--- src/rtl/wpc_pkg.sv ---
// wpc_pkg: register numbers, action codes, field positions and fault codes
// of the weighing command and status unit.
// assumes the cyclic input/output areas are exchanged on the unit's clock.
package wpc_pkg;
   // indexed register numbers
   localparam logic [7:0] REG_IO_STATE = 8'h00;
   localparam logic [7:0] REG_SCALE = 8'h01;
   localparam logic [7:0] REG_ACT_STATE = 8'h02;
   localparam logic [7:0] REG_CAL_INFO = 8'h04;
   localparam logic [7:0] REG_PARAM_VALUE = 8'h14;
   localparam logic [7:0] REG_PARAM_INDEX = 8'h15;
   localparam logic [7:0] REG_CLR_SUPPLY = 8'h75;
   localparam logic [7:0] REG_CLR_FAULT = 8'h79;
   // action bit numbers and set/clear code ranges
   localparam logic [7:0] ACT_FIRST = 8'h50;
   localparam logic [7:0] ACT_LAST = 8'h7F;
   localparam logic [7:0] ACT_CLEAR_OFS = 8'h80;
   localparam logic [7:0] ACT_CLR_SUPPLY = 8'h55;
   localparam logic [7:0] ACT_CLR_FAULT = 8'h59;
   localparam logic [7:0] ACT_SET_PARAM = 8'h7B;
   localparam logic [7:0] ACT_GET_PARAM = 8'h7C;
   localparam int ACT_COUNT = 48;
   // parameter table
   localparam int PARAM_COUNT = 32;
   localparam int PIDX_W = 5;
   localparam logic [31:0] CAL_CTRL_IDX = 32'h0000_0014;
   localparam logic [31:0] FULL_SCALE_IDX = 32'h0000_0002;
   localparam logic [PIDX_W-1:0] OVL_IDX = 5'h03;
   localparam logic [PIDX_W-1:0] QSTEP_IDX = 5'h04;
   localparam logic [PIDX_W-1:0] ZSR_IDX = 5'h05;
   localparam logic [PIDX_W-1:0] EXPO_IDX = 5'h06;
   localparam logic [PIDX_W-1:0] UNIT_IDX = 5'h07;
   localparam logic [PIDX_W-1:0] STEP_IDX = 5'h08;
   localparam logic [31:0] PARAM_MAX = 32'h00FF_FFFF;
   // calibration-control values
   localparam logic [31:0] CAL_START = 32'h0000_0001;
   localparam logic [31:0] CAL_DEFAULT = 32'h0000_0002;
   localparam logic [31:0] CAL_COMMIT = 32'h0000_0003;
   localparam logic [31:0] CAL_DISCARD = 32'h0000_0004;
   // fault codes
   localparam logic [7:0] ERR_RANGE = 8'h23;
   localparam logic [7:0] ERR_LOCKED = 8'h28;
   localparam logic [7:0] ERR_NOT_CAL = 8'h29;
   localparam logic [7:0] ERR_CAL_ACTIVE = 8'h2A;
   // scale byte bit positions
   localparam int SC_OUT_OF_RANGE = 7;
   localparam int SC_STANDSTILL = 6;
   localparam int SC_IN_ZERO_SET = 5;
   localparam int SC_CENTER_ZERO = 4;
   localparam int SC_BELOW_ZERO = 3;
   localparam int SC_OVERLOAD = 2;
   localparam int SC_ABOVE_FULL = 1;
   localparam int SC_CONV_ERR = 0;
   // converter signal limit
   localparam int NOEOC_LIMIT_MV = 36;
   localparam logic signed [31:0] NOEOC_LIMIT_UV = 32'(NOEOC_LIMIT_MV * 1000);

   typedef enum logic {EX_IDLE, EX_RUN} wpc_exec_t;

   function automatic logic [31:0] paramDefault(input int idx);
      case (idx)
         2: paramDefault = 32'h0000_2710;
         3: paramDefault = 32'h0000_0064;
         4: paramDefault = 32'h0000_0001;
         5: paramDefault = 32'h0000_00C8;
         7: paramDefault = 32'h0000_0003;
         8: paramDefault = 32'h0000_0001;
         default: paramDefault = 32'h0000_0000;
      endcase
   endfunction : paramDefault
endpackage : wpc_pkg

--- src/rtl/wpc_cmd_status.sv ---
// wpc_cmd_status: indexed register access, parameter get/set, calibration
// control and status registers of the weighing transmitter.
// assumes the cyclic data areas are driven by fieldbus logic on clk;
// digital inputs and the lock switch are asynchronous pins.
`timescale 1ns/100ps
// Functional notes
// - index written to register 21 is held
// - get action copies parameter, self-clears
// - start calibration only when switch unlocked
// - range errors set fault code, fault flag
// - value 3 commits data and leaves
// - value 4 discards changes and leaves
// - value 2 loads defaults, resets converter
// - register 0 shows inputs, outputs, limits
// - register 1 byte 0 scale condition
// - converter error is OR of three
// - signal over 36mV or negative flags
// - above full scale and overload flags
// - below zero and center zero flags
// - out of range is below-zero OR overload
// - fault flag cleared by 89 or 121
// - supply loss set at power-on, clearable
// - calibration modified until full scale read
// - byte 2 supply, action, fault flags
// - byte 3 tared, cal modified, analog test
// - write handshake with write-active flag
// - action codes set 80-127, clear +128
// - busy during long action, fault on failure
// - set action takes parameter, self-clears
module wpc_cmd_status
   import wpc_pkg::*;
(
   input wire logic clk,
   input wire logic srst,
   input wire logic [31:0] writeValue,
   input wire logic [7:0] writeSelect,
   input wire logic [7:0] readSelect,
   output logic [31:0] readValue,
   output logic [7:0] readSelected,
   output logic writeActive,
   input wire logic [2:0] ioInputPins,
   input wire logic calLockPin,
   input wire logic [2:0] outputStates,
   input wire logic [2:0] limitStates,
   input wire logic signed [31:0] grossWeight,
   input wire logic signed [31:0] measSignalUv,
   input wire logic standstillIn,
   input wire logic arithOverflowIn,
   input wire logic taredIn,
   input wire logic analogTestIn,
   output logic [7:0] scaleStatusByte,
   output logic executionPending,
   output logic calibrationActive,
   output logic nvStoreWrite,
   output logic converterReset
);
   logic [2:0] inMeta_reg;
   logic [2:0] inSync_reg;
   logic lockMeta_reg;
   logic lockSync_reg;
   logic [31:0] paramValue_reg;
   logic [31:0] paramIndex_reg;
   logic [31:0] paramWork_reg [PARAM_COUNT];
   logic [31:0] paramSaved_reg [PARAM_COUNT];
   logic [ACT_COUNT-1:0] actionBits_reg;
   wpc_exec_t exState_reg;
   logic opGet_reg;
   logic calMode_reg;
   logic [7:0] faultCode_reg;
   logic fault_reg;
   logic supplyLoss_reg;
   logic calModified_reg;
   logic [2:0] convErrBits;
   logic [7:0] scaleByte;
   logic writeTake;
   logic [31:0] readMux;
   logic fail;
   logic [7:0] failCode;
   logic doStart;
   logic doDefault;
   logic doCommit;
   logic doDiscard;
   logic doWrite;
   logic doGet;
   logic idxOk;
   logic [PIDX_W-1:0] idx;
   logic [31:0] selParam;
   logic clrFault;
   logic clrSupply;
   logic [31:0] regScale;

   function automatic logic isSetCode(input logic [7:0] sel, input logic [7:0] code);
      isSetCode = sel == code;
   endfunction : isSetCode

   function automatic logic isClrCode(input logic [7:0] sel, input logic [7:0] code);
      isClrCode = sel == (code | ACT_CLEAR_OFS);
   endfunction : isClrCode

   // pins pass two flip-flops before use
   always_ff @(posedge clk) begin
      if (srst) begin
         inMeta_reg <= 3'h0;
         inSync_reg <= 3'h0;
         lockMeta_reg <= 1'b1;
         lockSync_reg <= 1'b1;
      end else begin
         inMeta_reg <= ioInputPins;
         inSync_reg <= inMeta_reg;
         lockMeta_reg <= calLockPin;
         lockSync_reg <= lockMeta_reg;
      end
   end

   assign writeTake = writeSelect != 8'h00 && !writeActive;
   assign clrFault = writeTake && (isSetCode(writeSelect, REG_CLR_FAULT)
                     || isSetCode(writeSelect, ACT_CLR_FAULT)
                     || isClrCode(writeSelect, ACT_CLR_FAULT));
   assign clrSupply = writeTake && (isSetCode(writeSelect, REG_CLR_SUPPLY)
                      || isSetCode(writeSelect, ACT_CLR_SUPPLY)
                      || isClrCode(writeSelect, ACT_CLR_SUPPLY));
   assign idx = paramIndex_reg[PIDX_W-1:0];
   assign idxOk = paramIndex_reg < 32'(PARAM_COUNT);
   assign selParam = paramWork_reg[idx];

   // write handshake and register writes
   always_ff @(posedge clk) begin
      if (srst) begin
         writeActive <= 1'b0;
      end else if (writeSelect == 8'h00) begin
         writeActive <= 1'b0;
      end else if (writeTake) begin
         writeActive <= 1'b1;
      end
   end

   always_ff @(posedge clk) begin
      if (srst) begin
         paramIndex_reg <= 32'h0000_0000;
      end else if (writeTake && writeSelect == REG_PARAM_INDEX) begin
         paramIndex_reg <= writeValue;
      end
   end

   always_ff @(posedge clk) begin
      if (srst) begin
         paramValue_reg <= 32'h0000_0000;
      end else if (doGet) begin
         paramValue_reg <= (paramIndex_reg == CAL_CTRL_IDX) ? 32'(calMode_reg)
                           : selParam;
      end else if (writeTake && writeSelect == REG_PARAM_VALUE) begin
         paramValue_reg <= writeValue;
      end
   end

   // action bits: set and clear codes, get/set self-clear on completion
   always_ff @(posedge clk) begin
      if (srst) begin
         actionBits_reg <= '0;
      end else begin
         if (writeTake && writeSelect >= ACT_FIRST && writeSelect <= ACT_LAST
             && writeSelect != ACT_CLR_SUPPLY && writeSelect != ACT_CLR_FAULT) begin
            actionBits_reg[6'(writeSelect - ACT_FIRST)] <= 1'b1;
         end
         if (writeTake && writeSelect >= (ACT_FIRST | ACT_CLEAR_OFS)) begin
            actionBits_reg[6'(writeSelect - (ACT_FIRST | ACT_CLEAR_OFS))] <= 1'b0;
         end
         if (exState_reg == EX_RUN) begin
            actionBits_reg[6'(ACT_SET_PARAM - ACT_FIRST)] <= 1'b0;
            actionBits_reg[6'(ACT_GET_PARAM - ACT_FIRST)] <= 1'b0;
         end
      end
   end

   // execution sequencer: one busy cycle per get/set action
   always_ff @(posedge clk) begin
      if (srst) begin
         exState_reg <= EX_IDLE;
         opGet_reg <= 1'b0;
      end else begin
         unique case (exState_reg)
            EX_IDLE: begin
               if (writeTake && (isSetCode(writeSelect, ACT_SET_PARAM)
                   || isSetCode(writeSelect, ACT_GET_PARAM))) begin
                  exState_reg <= EX_RUN;
                  opGet_reg <= isSetCode(writeSelect, ACT_GET_PARAM);
               end
            end
            EX_RUN: begin
               exState_reg <= EX_IDLE;
            end
         endcase
      end
   end

   assign executionPending = exState_reg == EX_RUN;

   // decode of the running command
   always_comb begin
      fail = 1'b0;
      failCode = 8'h00;
      doStart = 1'b0;
      doDefault = 1'b0;
      doCommit = 1'b0;
      doDiscard = 1'b0;
      doWrite = 1'b0;
      doGet = 1'b0;
      if (exState_reg == EX_RUN) begin
         if (opGet_reg) begin
            doGet = idxOk;
            fail = !idxOk;
            failCode = ERR_RANGE;
         end else if (paramIndex_reg == CAL_CTRL_IDX) begin
            if (paramValue_reg == CAL_START) begin
               if (lockSync_reg) begin
                  fail = 1'b1;
                  failCode = ERR_LOCKED;
               end else if (calMode_reg) begin
                  fail = 1'b1;
                  failCode = ERR_CAL_ACTIVE;
               end else begin
                  doStart = 1'b1;
               end
            end else if (paramValue_reg >= CAL_DEFAULT && paramValue_reg <= CAL_DISCARD) begin
               if (!calMode_reg) begin
                  fail = 1'b1;
                  failCode = ERR_NOT_CAL;
               end else begin
                  doDefault = paramValue_reg == CAL_DEFAULT;
                  doCommit = paramValue_reg == CAL_COMMIT;
                  doDiscard = paramValue_reg == CAL_DISCARD;
               end
            end else begin
               fail = 1'b1;
               failCode = ERR_RANGE;
            end
         end else if (!idxOk || paramValue_reg > PARAM_MAX) begin
            fail = 1'b1;
            failCode = ERR_RANGE;
         end else if (!calMode_reg) begin
            fail = 1'b1;
            failCode = ERR_NOT_CAL;
         end else begin
            doWrite = 1'b1;
         end
      end
   end

   // working and committed parameter sets
   always_ff @(posedge clk) begin
      if (srst) begin
         for (int i = 0; i < PARAM_COUNT; i++) begin
            paramWork_reg[i] <= paramDefault(i);
            paramSaved_reg[i] <= paramDefault(i);
         end
      end else begin
         for (int i = 0; i < PARAM_COUNT; i++) begin
            if (doDefault) begin
               paramWork_reg[i] <= paramDefault(i);
            end else if (doDiscard) begin
               paramWork_reg[i] <= paramSaved_reg[i];
            end else if (doWrite && idx == PIDX_W'(i)) begin
               paramWork_reg[i] <= paramValue_reg;
            end
            if (doCommit) begin
               paramSaved_reg[i] <= paramWork_reg[i];
            end
         end
      end
   end

   always_ff @(posedge clk) begin
      if (srst) begin
         calMode_reg <= 1'b0;
         nvStoreWrite <= 1'b0;
         converterReset <= 1'b0;
      end else begin
         nvStoreWrite <= doCommit;
         converterReset <= doDefault;
         if (doStart) begin
            calMode_reg <= 1'b1;
         end else if (doCommit || doDiscard) begin
            calMode_reg <= 1'b0;
         end
      end
   end

   assign calibrationActive = calMode_reg;

   // status flags: a set always wins over a clear in the same cycle
   always_ff @(posedge clk) begin
      if (srst) begin
         faultCode_reg <= 8'h00;
         fault_reg <= 1'b0;
      end else begin
         if (fail) begin
            faultCode_reg <= failCode;
            fault_reg <= 1'b1;
         end else if (clrFault) begin
            fault_reg <= 1'b0;
         end
      end
   end

   always_ff @(posedge clk) begin
      if (srst) begin
         supplyLoss_reg <= 1'b1;
      end else if (clrSupply) begin
         supplyLoss_reg <= 1'b0;
      end
   end

   always_ff @(posedge clk) begin
      if (srst) begin
         calModified_reg <= 1'b0;
      end else if (calMode_reg || doDefault || doDiscard || doWrite) begin
         calModified_reg <= 1'b1;
      end else if (doGet && paramIndex_reg == FULL_SCALE_IDX) begin
         calModified_reg <= 1'b0;
      end
   end

   wpc_weight_eval u_weight (
      .clk(clk),
      .srst(srst),
      .grossWeight(grossWeight),
      .measSignalUv(measSignalUv),
      .fullScale(paramWork_reg[FULL_SCALE_IDX[PIDX_W-1:0]]),
      .overloadMargin(paramWork_reg[OVL_IDX]),
      .quarterStep(paramWork_reg[QSTEP_IDX]),
      .zeroSetRange(paramWork_reg[ZSR_IDX]),
      .standstillIn(standstillIn),
      .arithOverflowIn(arithOverflowIn),
      .scaleByte(scaleByte),
      .convErrBits(convErrBits)
   );

   assign scaleStatusByte = scaleByte;
   assign regScale = {5'h00, taredIn, calModified_reg, analogTestIn,
                      5'h00, supplyLoss_reg, executionPending, fault_reg,
                      5'h00, convErrBits, scaleByte};

   // register read mux
   always_comb begin
      unique case (readSelect)
         REG_IO_STATE: readMux = {8'h00, 4'h0, limitStates, 1'b0,
                                  4'h0, outputStates, 1'b0, 5'h00, inSync_reg};
         REG_SCALE: readMux = regScale;
         REG_ACT_STATE: readMux = {2'h0, actionBits_reg[13:9], 1'b0,
                                   actionBits_reg[7:0], 16'h0000};
         REG_CAL_INFO: readMux = {faultCode_reg, paramWork_reg[STEP_IDX][7:0],
                                  paramWork_reg[UNIT_IDX][7:0], paramWork_reg[EXPO_IDX][7:0]};
         REG_PARAM_VALUE: readMux = paramValue_reg;
         REG_PARAM_INDEX: readMux = paramIndex_reg;
         default: readMux = 32'h0000_0000;
      endcase
   end

   always_ff @(posedge clk) begin
      if (srst) begin
         readValue <= 32'h0000_0000;
         readSelected <= 8'h00;
      end else begin
         readValue <= readMux;
         readSelected <= readSelect;
      end
   end
endmodule : wpc_cmd_status

--- src/rtl/wpc_weight_eval.sv ---
// wpc_weight_eval: registered weight and converter condition flags.
// assumes gross weight and measuring signal come from logic on clk.
`timescale 1ns/100ps
module wpc_weight_eval
   import wpc_pkg::*;
(
   input wire logic clk,
   input wire logic srst,
   input wire logic signed [31:0] grossWeight,
   input wire logic signed [31:0] measSignalUv,
   input wire logic [31:0] fullScale,
   input wire logic [31:0] overloadMargin,
   input wire logic [31:0] quarterStep,
   input wire logic [31:0] zeroSetRange,
   input wire logic standstillIn,
   input wire logic arithOverflowIn,
   output logic [7:0] scaleByte,
   output logic [2:0] convErrBits
);
   logic signed [33:0] grossX;
   logic signed [33:0] fsX;
   logic signed [33:0] ovlX;
   logic signed [33:0] qsX;
   logic signed [33:0] zsrX;
   logic e1;
   logic e3;
   logic e7;
   logic belowZero;
   logic overload;

   assign grossX = 34'(grossWeight);
   assign fsX = $signed({2'b00, fullScale});
   assign ovlX = fsX + $signed({2'b00, overloadMargin});
   assign qsX = $signed({2'b00, quarterStep});
   assign zsrX = $signed({2'b00, zeroSetRange});
   assign e1 = arithOverflowIn;
   assign e3 = measSignalUv > NOEOC_LIMIT_UV;
   assign e7 = measSignalUv < 32'sh0000_0000;
   assign belowZero = grossX < -qsX;
   assign overload = grossX > ovlX;

   always_ff @(posedge clk) begin
      if (srst) begin
         scaleByte <= 8'h00;
         convErrBits <= 3'h0;
      end else begin
         convErrBits <= {e1, e3, e7};
         scaleByte[SC_CONV_ERR] <= e1 | e3 | e7;
         scaleByte[SC_ABOVE_FULL] <= grossX > fsX;
         scaleByte[SC_OVERLOAD] <= overload;
         scaleByte[SC_BELOW_ZERO] <= belowZero;
         scaleByte[SC_CENTER_ZERO] <= !belowZero && grossX <= qsX;
         scaleByte[SC_IN_ZERO_SET] <= grossX <= zsrX && grossX >= -zsrX;
         scaleByte[SC_STANDSTILL] <= standstillIn;
         scaleByte[SC_OUT_OF_RANGE] <= belowZero | overload;
      end
   end
endmodule : wpc_weight_eval

--- config.mk ---
export PLATFORM = sky130hd
export DESIGN_NAME = wpc_cmd_status
export DESIGN_NICKNAME = d
export VERILOG_FILES = /design/src/rtl/wpc_pkg.sv /design/src/rtl/wpc_cmd_status.sv /design/src/rtl/wpc_weight_eval.sv
export SDC_FILE = /design/constraint.sdc
export NUM_CORES = 2
export LEC_CHECK = 0
export BUFFER_PORTS_ARGS = -buffer_cell sky130_fd_sc_hd__buf_2
export CAP_MARGIN = 25
export CORE_AREA = 3 3 675 342
export CTS_CLUSTER_DIAMETER = 40
export DETAILED_ROUTE_END_ITERATION = 10
export DIE_AREA = 0 0 678 345
export PLACE_DENSITY_LB_ADDON = 0.25
export SYNTH_ARGS = -nofsm -noshare
export SYNTH_HDL_FRONTEND = slang
export SYNTH_HIERARCHICAL = 1
export SYNTH_SLANG_ARGS = --single-unit
--- constraint.sdc ---
create_clock -name clk -period 185.3 [get_ports clk]
set_input_delay 18.53 -clock clk [delete_from_list [all_inputs] [get_ports clk]]
set_output_delay 18.53 -clock clk [all_outputs]
set_load 0.02 [all_outputs]
==> metrics.md <==
| Metric | Value |
|---|---|
| Core area | 225000 sq um |
| CTS tree | yes |
| Peak VDD IR | 7.80 uV |
| Io pins | 181 |
| Die area | 234000 sq um |
| Area growth syn-to-layout | 11.1% |
| Ys Warns | 6 |
| Max cap viols | 0 |
| Power Dens Cells | 9.43 nW/um^2 |
| Clk buf depth | 4 |
| Hold Crit Class | reg -> reg |
| Vias | 64500 |
| Crit path capture type | flop |
| #FFs+latches synth | 2202 |
| Minimum clock period after layout | 22.33 ns |
| Sw frac | 22.5% |
| Clock Pin Slew Worst Setup and Hold Paths | 0.07 ns |
| RSZ-0062 raised after global routing | false |
| Commonest non-fill, non-tap cell in the layout | edfxtp_1 |
| Antenna violations before repair | 23 |
| Number of antenna-violating nets in the routed design | 0 |
| Synth Net Count | 7303 |
| Mean Syn Cell Area | 14.5 sq um |
| Slowest cell on crit path | buf_4 |
| Layout cells sized above 1 | 15.1% |
| Slew margin rel. | 23.3% |
| Routed wire length | 309000 um |
| Clk pwr share | 41.7% |
| Port Buffers | 180 |
| Placed cell areas | 105000 sq um |
| Net switching power | 238 uW |
| Tcrit/Tclk final | 12.1% |
| DR DRC count | 0 |
| CTS Hold Bufs | 0 |
| Starting utilization of the core area | 45.0% |
| Via-per-instance ratio | 6.37 |
| Wirelength per Cell | 30.5 um |
| Cell area after layout | 112000 sq um |
| Largest net degree at the start of global routing | 218 |
| Final setup vio count | 0 |
| Comb pwr share | 4.3% |
| Sequential share of power | 54.0% |
| Netlist cell types | 84 |
| Top_reg_cell synth | edfxtp_1 |
| Vias in the first global route | 62500 |
| Routability cong. | 0.869 |
| HPWL Detailed | 178000 um |
| Drt pass-1 iters | 6 |
| Worst hold slack | 0.417 ns |
| Hold depth | 1 |
| Sequential fraction of the synthesis area | 63.9% |
| Die height | 345 um |
| CTS sink cnt | 2202 |
| Cells after DPL | 9720 |
| FMAX | 0.0448 GHz |
| Cell mode on critical path | buf_4 |
| Gr usage total | 25.7% |
| Final Max Slew Viols | 0 |
| 1st-iter DRT viols | 8562 |
| Pint | 820 uW |
| Final global-route overflow total | 0 |
| Final net count | 7309 |
| Crit Path Max Fanout | 99 |
| Layout Cells excl Fill | 10100 |
| Setup TNS | 0 ns |
| Post CTS Setup Buffer Count | 0 |
| Die Width | 678 um |
| Share of flip-flops with an asynchronous set or reset | 0% |
| First-pass GRT wire length | 445000 um |
| Std cell rows | 123 |
| Critical path arrival | 23.04 ns |
| Clk_skew | 0.0405 ns |
| CP max stage delay | 0.85 ns |
| Worst-case reg-to-reg path depth | 9 |
| Worst-Margin Slew | 1.15 ns |
| Lkg Pwr | 0.0389 uW |
| Post-Synthesis Cell Area | 101000 sq um |
| Cells after Synth | 6943 |
| Critical path, cell by cell | buf_8, inv_1, and4_4, buf_4, buf_4, buf_4, a22o_1 |
| Post-synth EDFFs | 2048 |
| Final Hold Viols | 0 |
| CTS Root Cell | clkbuf_16 |
| Most frequent cells in the layout | 2048 x edfxtp_1, 847 x and2_1, 484 x nor2b_1 |
| Startpoint Class | input pin |
| CP Class | in -> reg |
| Skew-Pair Late Insertion Delay | 0.86 ns |
| Worst path required time | 186.00 ns |
| Status | finished clean |
| Post-CTS sizing | 0 |
| CTS buffer count | 223 |
| H-tree depth | 4 |
[worst paths after layout]
check,start,endpoint,slack (ns)
worst max register to register,paramIndex_reg[4]$_SDFFE_PP0P_,paramSaved_reg[0][500]$_SDFFCE_PN0P_,179.03
worst min-delay path,lockMeta_reg$_SDFF_PP1_,lockSync_reg$_SDFF_PP1_,0.42
worst max-delay path,srst,paramWork_reg[14][20]$_SDFFCE_PN0P_,162.97
worst min register to register,lockMeta_reg$_SDFF_PP1_,lockSync_reg$_SDFF_PP1_,0.42
[power by group through the flow]
| stage | combinational, uW | sequential, uW | clock [uW] |
|---|---|---|---|
| after CTS | 45.6 | 571 | 446 |
| after floorplan | 25.3 | 609 | 0 |
| final | 45.7 | 571 | 441 |
| after detailed placement | 45.4 | 581 | 0 |
| after global routing | 48.9 | 573 | 465 |
| after global placement | 44.8 | 581 | 0 |
[synthesized netlist by cell type (all sizes together) (10+ instances only)]
cell | n | area (sq um)
edfxtp | 2048 | 61500
and2 | 847 | 5300
nor2b | 486 | 3040
clkbuf | 411 | 1610
a32o | 396 | 3960
mux4 | 320 | 7210
nand2 | 279 | 1050
a22o | 234 | 2050
ha | 231 | 2890
o21ai | 212 | 1060
nor2 | 162 | 613
dfxtp | 154 | 3080
buf | 150 | 714
a21oi | 125 | 626
inv | 122 | 458
mux2i | 97 | 971
xnor2 | 69 | 604
a21o | 66 | 495
nand3 | 54 | 275
nand2b | 51 | 319
nand4 | 48 | 300
nor3 | 47 | 273
nor4 | 43 | 342
and3 | 32 | 200
o22ai | 31 | 194
a31oi | 19 | 119
a211oi | 16 | 120
o211ai | 16 | 120
or3 | 16 | 110
xor2 | 15 | 131
a22oi | 14 | 105
o21a | 13 | 97.6
or2 | 13 | 81.3
a222oi | 10 | 100
[area by class of cell]
type,instances,area (sq um)
Antenna cell,7,17.5
Clock buffer,260,5800
Clock inverter,138,1150
Fill cell,18900,112000
Inverter,122,459
Multi-Input combinational cell,4058,34100
Sequential cell,2202,64600
Tap cell,3000,3750
Timing Repair Buffer,342,2320
[worst max-delay path: cells and delay by family]
kind | cells | cell delay [ns]
AND/OR/NAND/NOR | 1 | 0.77
buffers and inverters | 5 | 3.21
AO/OA/AOI/OAI | 1 | 0.27
[kinds of logic after synthesis]
group / count (synthesis) / synth area share [%]
flops: 2202 / 63.9
mux: 417 / 8.10
fa+ha+maj: 232 / 2.88
simple gates: 2112 / 12.1
compound gates: 1213 / 9.52
xor+xnor: 84 / 0.728
buf+inv: 683 / 2.75
[routing by layer]
layer	routed length (um)	part of all wire [%]	track usage, %
met1	129000	42	37.9
met2	136000	44	38.2
met3	34600	11	6.05
met4	8840	2.9	7.14
met5	57	0.018	0
[stage by stage]
step | util [%] | power, uW | worst slack [ns]
after global routing | 49.9 | 1090 | 162.78
after detailed placement | 46.8 | 627 | 162.19
after floorplan | - | 635 | 108.83
final | 49.9 | 1060 | 162.97
after CTS | 49.9 | 1060 | 163.10
after global placement | 46.8 | 626 | 162.27
Power figures use the tool's default switching activity.
